===== config.mk =====
export PLATFORM = sky130hd
export DESIGN_NAME = slr_top
export DESIGN_NICKNAME = d
export VERILOG_FILES = /design/src/hw/slr_top_unused_placeholder_none.v /design/src/hw/slr_tick_div.v /design/src/hw/slr_sync3.v /design/src/hw/slr_top.v
export VERILOG_INCLUDE_DIRS = /design/src /design/src/shared
export SDC_FILE = /design/constraint.sdc
export NUM_CORES = 1
export LEC_CHECK = 0
export BUFFER_PORTS_ARGS = -buffer_cell sky130_fd_sc_hd__buf_2
export CAP_MARGIN = 20
export CORE_MARGIN = 3
export CORE_UTILIZATION = 44
export DETAILED_ROUTE_END_ITERATION = 6
export GPL_TIMING_DRIVEN = 0
export SYNTH_ARGS = -nofsm -noshare
export SYNTH_HDL_FRONTEND = slang
export SYNTH_SLANG_ARGS = --single-unit

===== constraint.sdc =====
create_clock -name clk -period 4.3 [get_ports clk]
set_input_delay 0.215 -clock clk [delete_from_list [all_inputs] [get_ports clk]]
set_output_delay 0.215 -clock clk [all_outputs]
set_load 0.1 [all_outputs]

===== src/shared/slr_defines.vh =====
`ifndef SLR_DEFINES_VH
`define SLR_DEFINES_VH
// ----------------------------------------
// timing
// ----------------------------------------
`define SLR_CLK_HZ 10000000
`define SLR_MS_TIME_US 1000
`define SLR_MS_CYCLES ((`SLR_CLK_HZ / 1000000) * `SLR_MS_TIME_US)
`define SLR_QUICK_HALF_MS 125
`define SLR_SLOW_HALF_MS 500
`define SLR_MS_PER_DAY 32'h05265C00
// ----------------------------------------
// register offsets (byte addresses)
// ----------------------------------------
`define SLR_OFS_TIME_MS 8'h00
`define SLR_OFS_TIME_DAYS 8'h04
`define SLR_OFS_READY_REQ 8'h08
`define SLR_OFS_SAFE_LINK_REQ 8'h0C
`define SLR_OFS_BF_REQ 8'h10
`define SLR_OFS_BUS_CFG 8'h14
`define SLR_OFS_IRQ_STATUS 8'h18
`define SLR_OFS_IRQ_MASK 8'h1C
`define SLR_OFS_SNAP_MS 8'h20
`define SLR_OFS_SNAP_DAYS 8'h24
`define SLR_OFS_LAMPS 8'h28
// ----------------------------------------
// fields and reset values
// ----------------------------------------
`define SLR_RDY_POWERUP 0
`define SLR_RDY_OK 1
`define SLR_RDY_COMMISSION 2
`define SLR_RDY_FAULT 3
`define SLR_RDY_FW_ACTIVE 4
`define SLR_RDY_WAIT_CYCLE 5
`define SLR_RDY_WRONG_CARD 6
`define SLR_BF_DATA 0
`define SLR_BF_UNUSED 1
`define SLR_BF_NO_DATA 2
`define SLR_BF_NO_CONN 3
`define SLR_BF_FW_FAIL 4
`define SLR_BF_FW_ACTIVE 5
`define SLR_SAFE_POS 0
`define SLR_LINK_POS 4
`define SLR_CFG_RS485 0
`define SLR_CFG_MODBUS 1
`define SLR_CFG_MON_POS 8
`define SLR_IRQ_SNAP 0
`define SLR_IRQ_DAY 1
`define SLR_READY_REQ_RST 7'h01
`define SLR_BUS_CFG_RST 16'h0101
`endif


===== src/hw/slr_top_unused_placeholder_none.v =====
`default_nettype none
`default_nettype wire


===== src/hw/slr_tick_div.v =====
`default_nettype none
// ----------------------------------------
// enabled divider, one-cycle tick every N enables
// ----------------------------------------
module slr_tick_div #(
  parameter integer N = 10
) (
  // clock and reset
  input wire clk,
  input wire resetn,
  // count enable and tick
  input wire en,
  output reg tick
);
  localparam integer W = (N > 1) ? $clog2(N) : 1;
  localparam integer LAST_I = N - 1;
  localparam integer ONE_I = 1;
  localparam [W-1:0] LAST = LAST_I[W-1:0];
  localparam [W-1:0] ONE = ONE_I[W-1:0];
  reg [W-1:0] cnt_q;
  always @(posedge clk or negedge resetn) begin
    if (!resetn) begin
      cnt_q <= {W{1'b0}};
      tick <= 1'b0;
    end else begin
      tick <= 1'b0;
      if (en) begin
        if (cnt_q == LAST) begin
          cnt_q <= {W{1'b0}};
          tick <= 1'b1;
        end else begin
          cnt_q <= cnt_q + ONE;
        end
      end
    end
  end
endmodule // slr_tick_div
`default_nettype wire


===== src/hw/slr_sync3.v =====
`default_nettype none
// ----------------------------------------
// three-stage pin synchroniser, takes a change when stages 2 and 3 agree
// ----------------------------------------
module slr_sync3 (
  // clock and reset
  input wire clk,
  input wire resetn,
  // pin and clean level
  input wire pin,
  output reg level
);
  reg s1_q;
  reg s2_q;
  reg s3_q;
  always @(posedge clk or negedge resetn) begin
    if (!resetn) begin
      s1_q <= 1'b0;
      s2_q <= 1'b0;
      s3_q <= 1'b0;
      level <= 1'b0;
    end else begin
      s1_q <= pin;
      s2_q <= s1_q;
      s3_q <= s2_q;
      if (s2_q == s3_q) begin
        level <= s3_q;
      end
    end
  end
endmodule // slr_sync3
`default_nettype wire


===== src/hw/slr_top.v =====
// The address-and-strobe port and the address map are this design's own decisions.
`include "slr_defines.vh"
`default_nettype none
module slr_top #(
  parameter integer MS_CYCLES = `SLR_MS_CYCLES,
  parameter integer QUICK_HALF_MS = `SLR_QUICK_HALF_MS,
  parameter integer SLOW_HALF_MS = `SLR_SLOW_HALF_MS
) (
  // clock and reset
  input wire clk,
  input wire resetn,
  // register port
  input wire [7:0] addr,
  input wire [31:0] wdata,
  input wire wr,
  input wire rd,
  output reg [31:0] rdata,
  // alarm or fault message raised (pin)
  input wire msg_raise_pin,
  // lamps
  output reg ready_lamp_green,
  output reg ready_lamp_red,
  output reg safety_lamp,
  output reg network_link_lamp,
  output reg bus_fault_lamp_green,
  output reg bus_fault_lamp_red,
  // interrupt
  output reg irq
);
  // ----------------------------------------
  // pattern codes
  // ----------------------------------------
  localparam [2:0] P_OFF = 3'h0;
  localparam [2:0] P_ON = 3'h1;
  localparam [2:0] P_SLOW = 3'h2;
  localparam [2:0] P_QUICK = 3'h3;
  localparam [2:0] P_VAR = 3'h4;
  localparam [2:0] P_QUICK_INV = 3'h5;

  // ----------------------------------------
  // time base and flash waves
  // ----------------------------------------
  wire ms_tick;
  wire quick_tick;
  wire slow_tick;
  reg quick_wave_q;
  reg slow_wave_q;
  reg var_sel_q;
  wire var_wave;

  slr_tick_div #(.N(MS_CYCLES)) u_ms_div (
    .clk(clk),
    .resetn(resetn),
    .en(1'b1),
    .tick(ms_tick)
  );
  slr_tick_div #(.N(QUICK_HALF_MS)) u_quick_div (
    .clk(clk),
    .resetn(resetn),
    .en(ms_tick),
    .tick(quick_tick)
  );
  slr_tick_div #(.N(SLOW_HALF_MS)) u_slow_div (
    .clk(clk),
    .resetn(resetn),
    .en(ms_tick),
    .tick(slow_tick)
  );

  always @(posedge clk or negedge resetn) begin
    if (!resetn) begin
      quick_wave_q <= 1'b0;
      slow_wave_q <= 1'b0;
      var_sel_q <= 1'b0;
    end else begin
      if (quick_tick) begin
        quick_wave_q <= ~quick_wave_q;
      end
      if (slow_tick) begin
        slow_wave_q <= ~slow_wave_q;
        if (slow_wave_q) begin
          var_sel_q <= ~var_sel_q;
        end
      end
    end
  end
  // variable rate: alternates slow and quick periods
  assign var_wave = var_sel_q ? quick_wave_q : slow_wave_q;

  function wave_of;
    input [2:0] p;
    input qw;
    input sw;
    input vw;
    begin
      case (p)
        P_ON: wave_of = 1'b1;
        P_SLOW: wave_of = sw;
        P_QUICK: wave_of = qw;
        P_QUICK_INV: wave_of = ~qw;
        P_VAR: wave_of = vw;
        default: wave_of = 1'b0;
      endcase
    end
  endfunction

  // ----------------------------------------
  // message pin
  // ----------------------------------------
  wire msg_level;
  reg msg_level_q;
  wire msg_event;
  slr_sync3 u_msg_sync (
    .clk(clk),
    .resetn(resetn),
    .pin(msg_raise_pin),
    .level(msg_level)
  );
  assign msg_event = msg_level & ~msg_level_q;

  // ----------------------------------------
  // powered-time counter
  // ----------------------------------------
  reg [31:0] time_ms_q;
  reg [31:0] time_days_q;
  reg [31:0] snap_ms_q;
  reg [31:0] snap_days_q;
  wire day_wrap;
  assign day_wrap = ms_tick & (time_ms_q == (`SLR_MS_PER_DAY - 32'h00000001));

  // no write path exists to the counter words
  always @(posedge clk or negedge resetn) begin
    if (!resetn) begin
      time_ms_q <= 32'h00000000;
      time_days_q <= 32'h00000000;
      snap_ms_q <= 32'h00000000;
      snap_days_q <= 32'h00000000;
      msg_level_q <= 1'b0;
    end else begin
      msg_level_q <= msg_level;
      if (day_wrap) begin
        time_ms_q <= 32'h00000000;
        time_days_q <= time_days_q + 32'h00000001;
      end else if (ms_tick) begin
        time_ms_q <= time_ms_q + 32'h00000001;
      end
      if (msg_event) begin
        snap_ms_q <= time_ms_q;
        snap_days_q <= time_days_q;
      end
    end
  end

  // ----------------------------------------
  // control registers and interrupts
  // ----------------------------------------
  reg [6:0] ready_req_q;
  reg [2:0] safe_req_q;
  reg [2:0] link_req_q;
  reg [5:0] bf_req_q;
  reg [15:0] bus_cfg_q;
  reg [1:0] irq_status_q;
  reg [1:0] irq_mask_q;
  wire [1:0] irq_set;
  wire [1:0] irq_clr;
  assign irq_set = {day_wrap, msg_event};
  assign irq_clr = (wr && addr == `SLR_OFS_IRQ_STATUS) ? wdata[1:0] : 2'h0;

  always @(posedge clk or negedge resetn) begin
    if (!resetn) begin
      ready_req_q <= `SLR_READY_REQ_RST;
      safe_req_q <= 3'h0;
      link_req_q <= 3'h0;
      bf_req_q <= 6'h00;
      bus_cfg_q <= `SLR_BUS_CFG_RST;
      irq_status_q <= 2'h0;
      irq_mask_q <= 2'h0;
    end else begin
      if (wr) begin
        case (addr)
          `SLR_OFS_READY_REQ: ready_req_q <= wdata[6:0];
          `SLR_OFS_SAFE_LINK_REQ: begin
            safe_req_q <= wdata[`SLR_SAFE_POS+2:`SLR_SAFE_POS];
            link_req_q <= wdata[`SLR_LINK_POS+2:`SLR_LINK_POS];
          end
          `SLR_OFS_BF_REQ: bf_req_q <= wdata[5:0];
          `SLR_OFS_BUS_CFG: bus_cfg_q <= wdata[15:0];
          `SLR_OFS_IRQ_MASK: irq_mask_q <= wdata[1:0];
          default: ;
        endcase
      end
      // set wins over a simultaneous clear
      irq_status_q <= (irq_status_q & ~irq_clr) | irq_set;
    end
  end

  // ----------------------------------------
  // lamp state selection
  // ----------------------------------------
  reg [2:0] rdy_g_p;
  reg [2:0] rdy_r_p;
  reg [2:0] safe_p;
  reg [2:0] link_p;
  reg [2:0] bf_g_p;
  reg [2:0] bf_r_p;
  wire rs485;
  wire bf_dark;
  assign rs485 = bus_cfg_q[`SLR_CFG_RS485];
  assign bf_dark = bus_cfg_q[`SLR_CFG_MODBUS] &
                   (bus_cfg_q[`SLR_CFG_MON_POS+7:`SLR_CFG_MON_POS] == 8'h00);

  always @* begin
    rdy_g_p = P_OFF;
    rdy_r_p = P_OFF;
    // update and fault states outrank normal ones
    if (ready_req_q[`SLR_RDY_FW_ACTIVE]) begin
      rdy_r_p = P_VAR;
    end else if (ready_req_q[`SLR_RDY_WAIT_CYCLE]) begin
      rdy_r_p = P_SLOW;
    end else if (ready_req_q[`SLR_RDY_WRONG_CARD]) begin
      rdy_g_p = P_QUICK_INV;
      rdy_r_p = P_QUICK_INV;
    end else if (ready_req_q[`SLR_RDY_FAULT]) begin
      rdy_r_p = P_QUICK;
    end else if (ready_req_q[`SLR_RDY_COMMISSION]) begin
      rdy_g_p = P_SLOW;
    end else if (ready_req_q[`SLR_RDY_OK]) begin
      rdy_g_p = P_ON;
    end else begin
      rdy_g_p = P_ON;
      rdy_r_p = P_ON;
    end
  end

  always @* begin
    safe_p = P_OFF;
    if (safe_req_q[2]) begin
      safe_p = P_QUICK;
    end else if (safe_req_q[1]) begin
      safe_p = P_ON;
    end else if (safe_req_q[0]) begin
      safe_p = P_SLOW;
    end
    link_p = P_OFF;
    if (link_req_q[1]) begin
      link_p = P_SLOW;
    end else if (link_req_q[0]) begin
      link_p = P_ON;
    end
  end

  always @* begin
    bf_g_p = P_OFF;
    bf_r_p = P_OFF;
    if (bf_dark) begin
      bf_r_p = P_OFF;
    end else if (bf_req_q[`SLR_BF_FW_ACTIVE]) begin
      bf_r_p = P_VAR;
    end else if (bf_req_q[`SLR_BF_FW_FAIL]) begin
      bf_r_p = P_ON;
    end else if (ready_req_q[`SLR_RDY_WAIT_CYCLE]) begin
      bf_r_p = P_SLOW;
    end else if (ready_req_q[`SLR_RDY_WRONG_CARD]) begin
      bf_r_p = P_QUICK;
    end else if (bf_req_q[`SLR_BF_NO_CONN]) begin
      bf_r_p = P_QUICK;
    end else if (bf_req_q[`SLR_BF_NO_DATA]) begin
      bf_r_p = P_SLOW;
    end else if (bf_req_q[`SLR_BF_UNUSED] && !rs485) begin
      bf_r_p = P_OFF;
    end else if (bf_req_q[`SLR_BF_DATA]) begin
      bf_g_p = P_ON;
    end
  end

  // ----------------------------------------
  // registered outputs
  // ----------------------------------------
  always @(posedge clk or negedge resetn) begin
    if (!resetn) begin
      ready_lamp_green <= 1'b0;
      ready_lamp_red <= 1'b0;
      safety_lamp <= 1'b0;
      network_link_lamp <= 1'b0;
      bus_fault_lamp_green <= 1'b0;
      bus_fault_lamp_red <= 1'b0;
      irq <= 1'b0;
    end else begin
      ready_lamp_green <= wave_of(rdy_g_p, quick_wave_q, slow_wave_q, var_wave);
      ready_lamp_red <= wave_of(rdy_r_p, quick_wave_q, slow_wave_q, var_wave);
      safety_lamp <= wave_of(safe_p, quick_wave_q, slow_wave_q, var_wave);
      network_link_lamp <= wave_of(link_p, quick_wave_q, slow_wave_q, var_wave);
      bus_fault_lamp_green <= wave_of(bf_g_p, quick_wave_q, slow_wave_q, var_wave);
      bus_fault_lamp_red <= wave_of(bf_r_p, quick_wave_q, slow_wave_q, var_wave);
      irq <= |((irq_status_q | irq_set) & irq_mask_q);
    end
  end

  // ----------------------------------------
  // read path
  // ----------------------------------------
  always @(posedge clk or negedge resetn) begin
    if (!resetn) begin
      rdata <= 32'h00000000;
    end else if (rd) begin
      case (addr)
        `SLR_OFS_TIME_MS: rdata <= time_ms_q;
        `SLR_OFS_TIME_DAYS: rdata <= time_days_q;
        `SLR_OFS_READY_REQ: rdata <= {25'h0, ready_req_q};
        `SLR_OFS_SAFE_LINK_REQ: rdata <= {25'h0, link_req_q, 1'b0, safe_req_q};
        `SLR_OFS_BF_REQ: rdata <= {26'h0, bf_req_q};
        `SLR_OFS_BUS_CFG: rdata <= {16'h0, bus_cfg_q};
        `SLR_OFS_IRQ_STATUS: rdata <= {30'h0, irq_status_q};
        `SLR_OFS_IRQ_MASK: rdata <= {30'h0, irq_mask_q};
        `SLR_OFS_SNAP_MS: rdata <= snap_ms_q;
        `SLR_OFS_SNAP_DAYS: rdata <= snap_days_q;
        `SLR_OFS_LAMPS: rdata <= {26'h0, bus_fault_lamp_red, bus_fault_lamp_green,
                                  network_link_lamp, safety_lamp,
                                  ready_lamp_red, ready_lamp_green};
        default: rdata <= 32'h00000000;
      endcase
    end else begin
      rdata <= 32'h00000000;
    end
  end
endmodule // slr_top
`default_nettype wire


==> flow_summary.json, run 1 <==
{
  "status": "finished clean",
  "vias_per_cell": 5.466,
  "path_clk_slew_ns": 0.06,
  "yosysMostFrequentCell": "nand2_1",
  "synth_top_family_by_area": "simple AND/OR/NAND/NOR gates",
  "max_stage_delay_ns": 0.55,
  "max_freq_mhz": 351.3,
  "grt_overflow": 0,
  "vdd_ir_drop_max_v": 0.0002997,
  "pre_cts_slack_ns": 1.235,
  "synth_cells": 1060,
  "std_cell_rows": 57,
  "synthTopCellsByCount": "nand2_1 (245), dfrtp_1 (244), nor2_1 (68)",
  "cp_max_fo": 10,
  "worst_r2r_endpoint": "time_ms_q[21]$_DFFE_PN0P_",
  "fin_crit_ns": 2.847,
  "synth_edf_count": 0,
  "p_leak_nw": 6.075,
  "regToRegStartpoint": "time_ms_q[27]$_DFFE_PN0P_",
  "whs_ns": 0.09062,
  "drv_cap": 0,
  "setup_slack_ns": 1.453,
  "synth_seq_cells": 247,
  "postPlaceCellArea_um2": 11800,
  "synth_compound_area_frac": 0.08158,
  "fin_total_pwr_w": 0.005059,
  "synth.area.mux_share": 0.05700,
  "reg2reg_depth": 6,
  "ff2ff_setup_slack_ns": 1.45,
  "synth_nets": 1111,
  "antennaDiodeCount": 0,
  "post_cts_buffers": 0,
  "critPathSlowestCell": "or4_1",
  "relSlewSlack": 0.2889,
  "critPathLaunchType": "register",
  "avgSynthCellArea_um2": 10.37,
  "place.gp.congestion": 0.8994,
  "drive_gt1_frac": 0.1444,
  "synth_area_leader_cell": "dfrtp_1",
  "antenna_found_initial": 1,
  "ioPinCount": 84,
  "port_buffers": 66,
  "tightest_slew_ns": 1.052,
  "grt_pass1_vias": 8300,
  "syn-cell-area_um2": 11000,
  "htreeDepth": 1,
  "clock-sinks": 247,
  "coreArea_um2": 24460,
  "dr.first_iter.drc_count": 722,
  "initial_core_util": 0.4495,
  "postLayoutCoreUtil": 0.5285,
  "cts_buffer_depth": 3,
  "synth_xor_area_frac": 0.06770,
  "die_x_um": 164.1,
  "yosys.area_share.simple": 0.1981,
  "ys.flop_type": "dfrtp_1",
  "finalMaxSlewViolations": 0,
  "numCtsBuffers": 28,
  "fillCellCount": 2183,
  "cp-end-kind": "register",
  "min_path_type": "primary input to asynchronous set/reset pin",
  "drt_wl_total_um": 28720,
  "area.growth.synth_to_final_pct": 17.56,
  "finClkSkew_ns": 0.01018,
  "grt_max_degree": 120,
  "critPathKind": "register to register",
  "cts_tree": "yes",
  "antenna_left": 0,
  "root_buffer": "clkbuf_16",
  "die_h_um": 164.1,
  "setup_violations": 0,
  "dieArea_um2": 26930,
  "power_density_nw_per_um2": 391.3,
  "drt_first_pass_iters": 6,
  "cp_data_arrival_time_ns": 3.26,
  "via_count": 8319,
  "finalCritPeriodShare": 0.6620,
  "grt_pass1_wl_um": 46480,
  "track_usage": 0.2202,
  "drc_errors": 0,
  "crit_required_ns": 4.72,
  "yosysTopAreaCellShare": 0.5552,
  "ys_types": 56,
  "yosys_warnings": 0,
  "rsz0062_at_grt": "false",
  "async_flop_share": 1.000,
  "fin_nets": 1227,
  "dpl.hpwl_um": 19900,
  "synthAdderAreaFrac": 0.007737,
  "clock_latency_ns": 0.54,
  "synth-seq-area-share": 0.5624,
  "crit_chain": "or4_1 -> nor4_1 -> and3_1 -> clkbuf_1 -> buf_2 -> nor2_1",
  "design_area_um2": 12930,
  "final-hold-violation-count": 0,
  "drt-wirelength-per-cell_um": 18.87,
  "synth.area.top_cells": "dfrtp_1 (56%), nand2_1 (8.4%), xnor2_1 (4.2%), mux2_2 (4.2%), a22oi_1 (3.5%)"
}
-- worst max-delay path by stage --
stage | from | endpoint | slack (ns) | cells after the start
2_1_floorplan | time_ms_q[10]$_DFFE_PN0P_ | time_days_q[17]$_DFFE_PN0N_ | 1.99 | 7
5_1_grt | time_ms_q[19]$_DFFE_PN0P_ | time_ms_q[18]$_DFFE_PN0P_ | 1.35 | 7
3_3_place_gp | resetn | bf_req_q[5]$_DFFE_PN0P_ | -1.49 | 1
4_1_cts | time_ms_q[27]$_DFFE_PN0P_ | time_ms_q[7]$_DFFE_PN0P_ | 1.51 | 6
6_report | time_ms_q[27]$_DFFE_PN0P_ | time_ms_q[21]$_DFFE_PN0P_ | 1.45 | 6
3_5_place_dp | addr[4] | rdata[13]$_DFF_PN0_ | 1.23 | 7
-- power by group --
part,internal (W),switching (W),total [W]
Sequential,0.00235,0.0000277,0.00238
Clock,0.00145,0.000959,0.00241
Combinational,0.0000693,0.000198,0.000268
-- critical path: cells and delay by family (launching register included) --
kind / cells / cell delay (ns)
buf+inv: 2 / 0.83
simple gates: 4 / 1.41
flops: 1 / 0.48
-- cell type report --
type                    instances  area [um2]  area share
plain buffers                  55       224.0     0.01732
flip-flops and latches        247        6185      0.4784
repair buffers                 86       575.6     0.04452
clock inverters                14       130.1     0.01007
multi-input cells             743        4532      0.3506
well taps                     324       405.4     0.03136
inverters                      15       56.30    0.004355
clock buffers                  38       819.5     0.06340
-- registers in the layout, summed over array words and instances (netlist names), 2 cells and up --
name               cells
link_req_q             3
irq_status_q           2
rdata                 32
ready_req_q            7
u_slow_div.cnt_q       9
u_ms_div.cnt_q        14
irq_mask_q             2
time_days_q           32
time_ms_q             32
u_quick_div.cnt_q      7
bf_req_q               6
snap_ms_q             32
safe_req_q             3
bus_cfg_q             16
snap_days_q           32
-- metal layers --
layer | wire length (um) | global-route usage | vias to the layer above
li1 | - | - | 3921
met1 | 12990 | 0.3154 | 4118
met2 | 13280 | 0.3439 | 226
met3 | 1683 | 0.04212 | 52
met4 | 750 | 0.06113 | 2
met5 | 13 | 0 | -
-- cells in the final DEF (no fill, tap or decap), types with 32 or more instances in the layout --
cell,netlist,final
nand2_1,245,245
dfrtp_1,244,244
nor2_1,68,68
buf_2,1,66
xnor2_1,53,53
a22oi_1,52,52
clkbuf_1,48,51
mux2_2,41,41
nand4_1,40,40
xor2_1,32,32
-- kinds of logic (layout without fill, tap and decap cells) --
group,Yosys count,after routing
xor gates and xnor gates,85,85
and+or+nand+nor,465,465
DFF,247,247
AOI/OAI and AO/OA,131,131
muxes,55,55
adders and majority gates,7,7
buffers and inverters,70,208
-- stage by stage --
step           cells  setup TNS, ns
2_1_floorplan   1060              0
3_3_place_gp    1450        -356.33
3_5_place_dp    1452              0
4_1_cts         1522              0
5_1_grt         1522              0
6_report        1522              0
-- what timing repair did --
action                                 in CTS  in global routing
gates resized for setup                     0                  0
endpoints found under the hold margin     159                  0
hold buffers                               18                  0
Note: power is estimated with default switching activity, not from simulation.
==> run 2, diff against run 1 <==
==> constraint.sdc (replaced) <==
create_clock -name clk -period 2.6 [get_ports clk]
set_input_delay 0.13 -clock clk [delete_from_list [all_inputs] [get_ports clk]]
set_output_delay 0.13 -clock clk [all_outputs]
set_load 0.1 [all_outputs]
==> run 2 against run 1 <==
Setup slack got worse by 1.3 ns; flip-flop and latch count did not move; die area did not move; routed wire length rose by 0.56%; sequential share of layout area fell by 0.16 points; clock-buffer cell count did not move; utilization rose by 0.20 points; combinational power rose by 66%; critical path type is now primary input to register; critical endpoint is now rdata[13]$_DFF_PN0_.
==> flow_summary.json, run 2 (synthesized netlist as in run 1, its figures left out) <==
{
  "die_h_um": 164.1,
  "grt_overflow": 0,
  "cp_num_buf_inv": 2,
  "max_stage_delay_ns": 0.83,
  "antenna_found_initial": 1,
  "area.growth.synth_to_final_pct": 18.00,
  "power_density_nw_per_um2": 644.8,
  "std_cell_rows": 57,
  "relSlewSlack": 0.2359,
  "numCtsBuffers": 28,
  "drive_gt1_frac": 0.1524,
  "drt_first_pass_iters": 5,
  "postLayoutCoreUtil": 0.5305,
  "rsz0062_at_grt": "false",
  "finalMaxSlewViolations": 0,
  "ff2ff_setup_slack_ns": 0.14,
  "cts_buffer_depth": 3,
  "root_buffer": "clkbuf_16",
  "postPlaceCellArea_um2": 11800,
  "fin_nets": 1230,
  "port_buffers": 66,
  "dieArea_um2": 26930,
  "final_common_cell": "nand2_1",
  "cp_data_arrival_time_ns": 2.94,
  "final-hold-violation-count": 0,
  "crit_required_ns": 3.05,
  "worst_path_dominant_cell_family": "simple AND/OR/NAND/NOR gates",
  "dr.first_iter.drc_count": 754,
  "ioPinCount": 84,
  "tns_ns": 0,
  "design_area_um2": 12980,
  "cp_max_fo": 10,
  "drv_cap": 0,
  "max_freq_mhz": 401.4,
  "track_usage": 0.2203,
  "vias_per_cell": 5.491,
  "critPathKind": "primary input to register",
  "critPathSlowestCell": "nor2_1",
  "p_leak_nw": 6.090,
  "finClkSkew_ns": 0.01010,
  "grt_pass1_wl_um": 46480,
  "finalCritPeriodShare": 0.9582,
  "antennaDiodeCount": 0,
  "critPathLaunchType": "primary input",
  "grt_max_degree": 120,
  "htreeDepth": 1,
  "status": "finished clean",
  "die_x_um": 164.1,
  "grt_pass1_vias": 8292,
  "final_cell_mix": "nand2_1 (245), dfrtp_1 (242), nor2_1 (68)",
  "initial_core_util": 0.4495,
  "min_path_type": "primary input to register",
  "cp-end-kind": "register",
  "clock_latency_ns": 0.54,
  "antenna_left": 0,
  "crit_chain": "buf_2 -> nor3_1 -> nand2_1 -> nor2_1 -> clkbuf_1 -> a22oi_1 -> a31oi_1",
  "drt-wirelength-per-cell_um": 18.94,
  "drt_wl_total_um": 28880,
  "fin_crit_ns": 2.491,
  "clock-sinks": 247,
  "place.gp.congestion": 0.8994,
  "dpl.hpwl_um": 19900,
  "coreArea_um2": 24460,
  "vdd_ir_drop_max_v": 0.0004953,
  "cts_tree": "yes",
  "via_count": 8374,
  "fin_total_pwr_w": 0.008367,
  "tightest_slew_ns": 1.130,
  "fillCellCount": 2179,
  "path_clk_slew_ns": 0.06,
  "setup_violations": 0,
  "drc_errors": 0
}
run 2: changes by cell type in the layout (fill, tap and decap cells not counted), moves of 2 or more:
cell / before / now
buf_4: 0 / 2
dfrtp_2: 0 / 2
dfrtp_1: 244 / 242
clkbuf_1: 51 / 49
nor4_2: 0 / 2
nor4_1: 7 / 5
run 2: per-stage QoR:
stage | std cells | hold slack (ns) | setup slack (ns)
final | 1525 | 0.04005 | 0.1087
after global routing | 1525 | 0.05360 | 0.03637
after CTS | 1524 | 0.01373 | 0.02436
after detailed placement | 1452 | -0.03200 | -0.3801
after global placement | 1450 | 0.2413 | -3.103
after floorplan | 1060 | -0.1656 | 0.2883
run 2: final timing paths:
kind | start | depth (start not counted) | to
setup / recovery | addr[4] | 7 | rdata[13]$_DFF_PN0_
hold / removal | wr | 4 | irq_status_q[1]$_DFF_PN0_
setup reg to reg | time_ms_q[28]$_DFFE_PN0P_ | 6 | time_days_q[17]$_DFFE_PN0N_
hold reg to reg | u_msg_sync.s1_q$_DFF_PN0_ | 0 | u_msg_sync.s2_q$_DFF_PN0_
max in group asynchronous | resetn | 3 | snap_ms_q[24]$_DFFE_PN0P_
min in group asynchronous | resetn | 3 | time_days_q[22]$_DFFE_PN0N_
run 2: per-layer routing:
layer  up-vias  global-route usage  share of wire
li1       3930                   -              -
met1      4132              0.3157           0.45
met2       252              0.3437           0.46
met3        58             0.04212          0.061
met4         2             0.06113          0.027
met5         -                   0        0.00045
run 2: repair_timing:
item | 4_1_cts | 5_1_grt
hold endpoints to repair | 167 | 0
pin swaps | 2 | 1
gates resized for setup | 2 | 8
hold buffers | 19 | 0
buffers inserted | 1 | 1
gates cloned | 0 | 0
endpoints found under the setup margin | 38 | 35
run 2: report_power, final:
group	internal, W	switching [W]	total, W
clock	0.00240	0.00158	0.00398
sequential	0.00389	0.0000458	0.00394
combinational	0.000115	0.000330	0.000445
total	0.00641	0.00196	0.00837
run 2: layout make-up:
class / count / area [um2] / area share
Tap cell: 324 / 405.4 / 0.03124
Inverter: 15 / 56.30 / 0.004339
Multi-Input combinational cell: 743 / 4548 / 0.3505
Buffer: 55 / 229.0 / 0.01765
Clock inverter: 14 / 130.1 / 0.01003
Sequential cell: 247 / 6187 / 0.4768
Clock buffer: 38 / 819.5 / 0.06316
Timing Repair Buffer: 89 / 600.6 / 0.04628
run 2: tightest hold or removal path: cells and delay by family:
kind | cells | cell delay, ns
simple gates | 3 | 0.24
buf+inv | 1 | 0.17
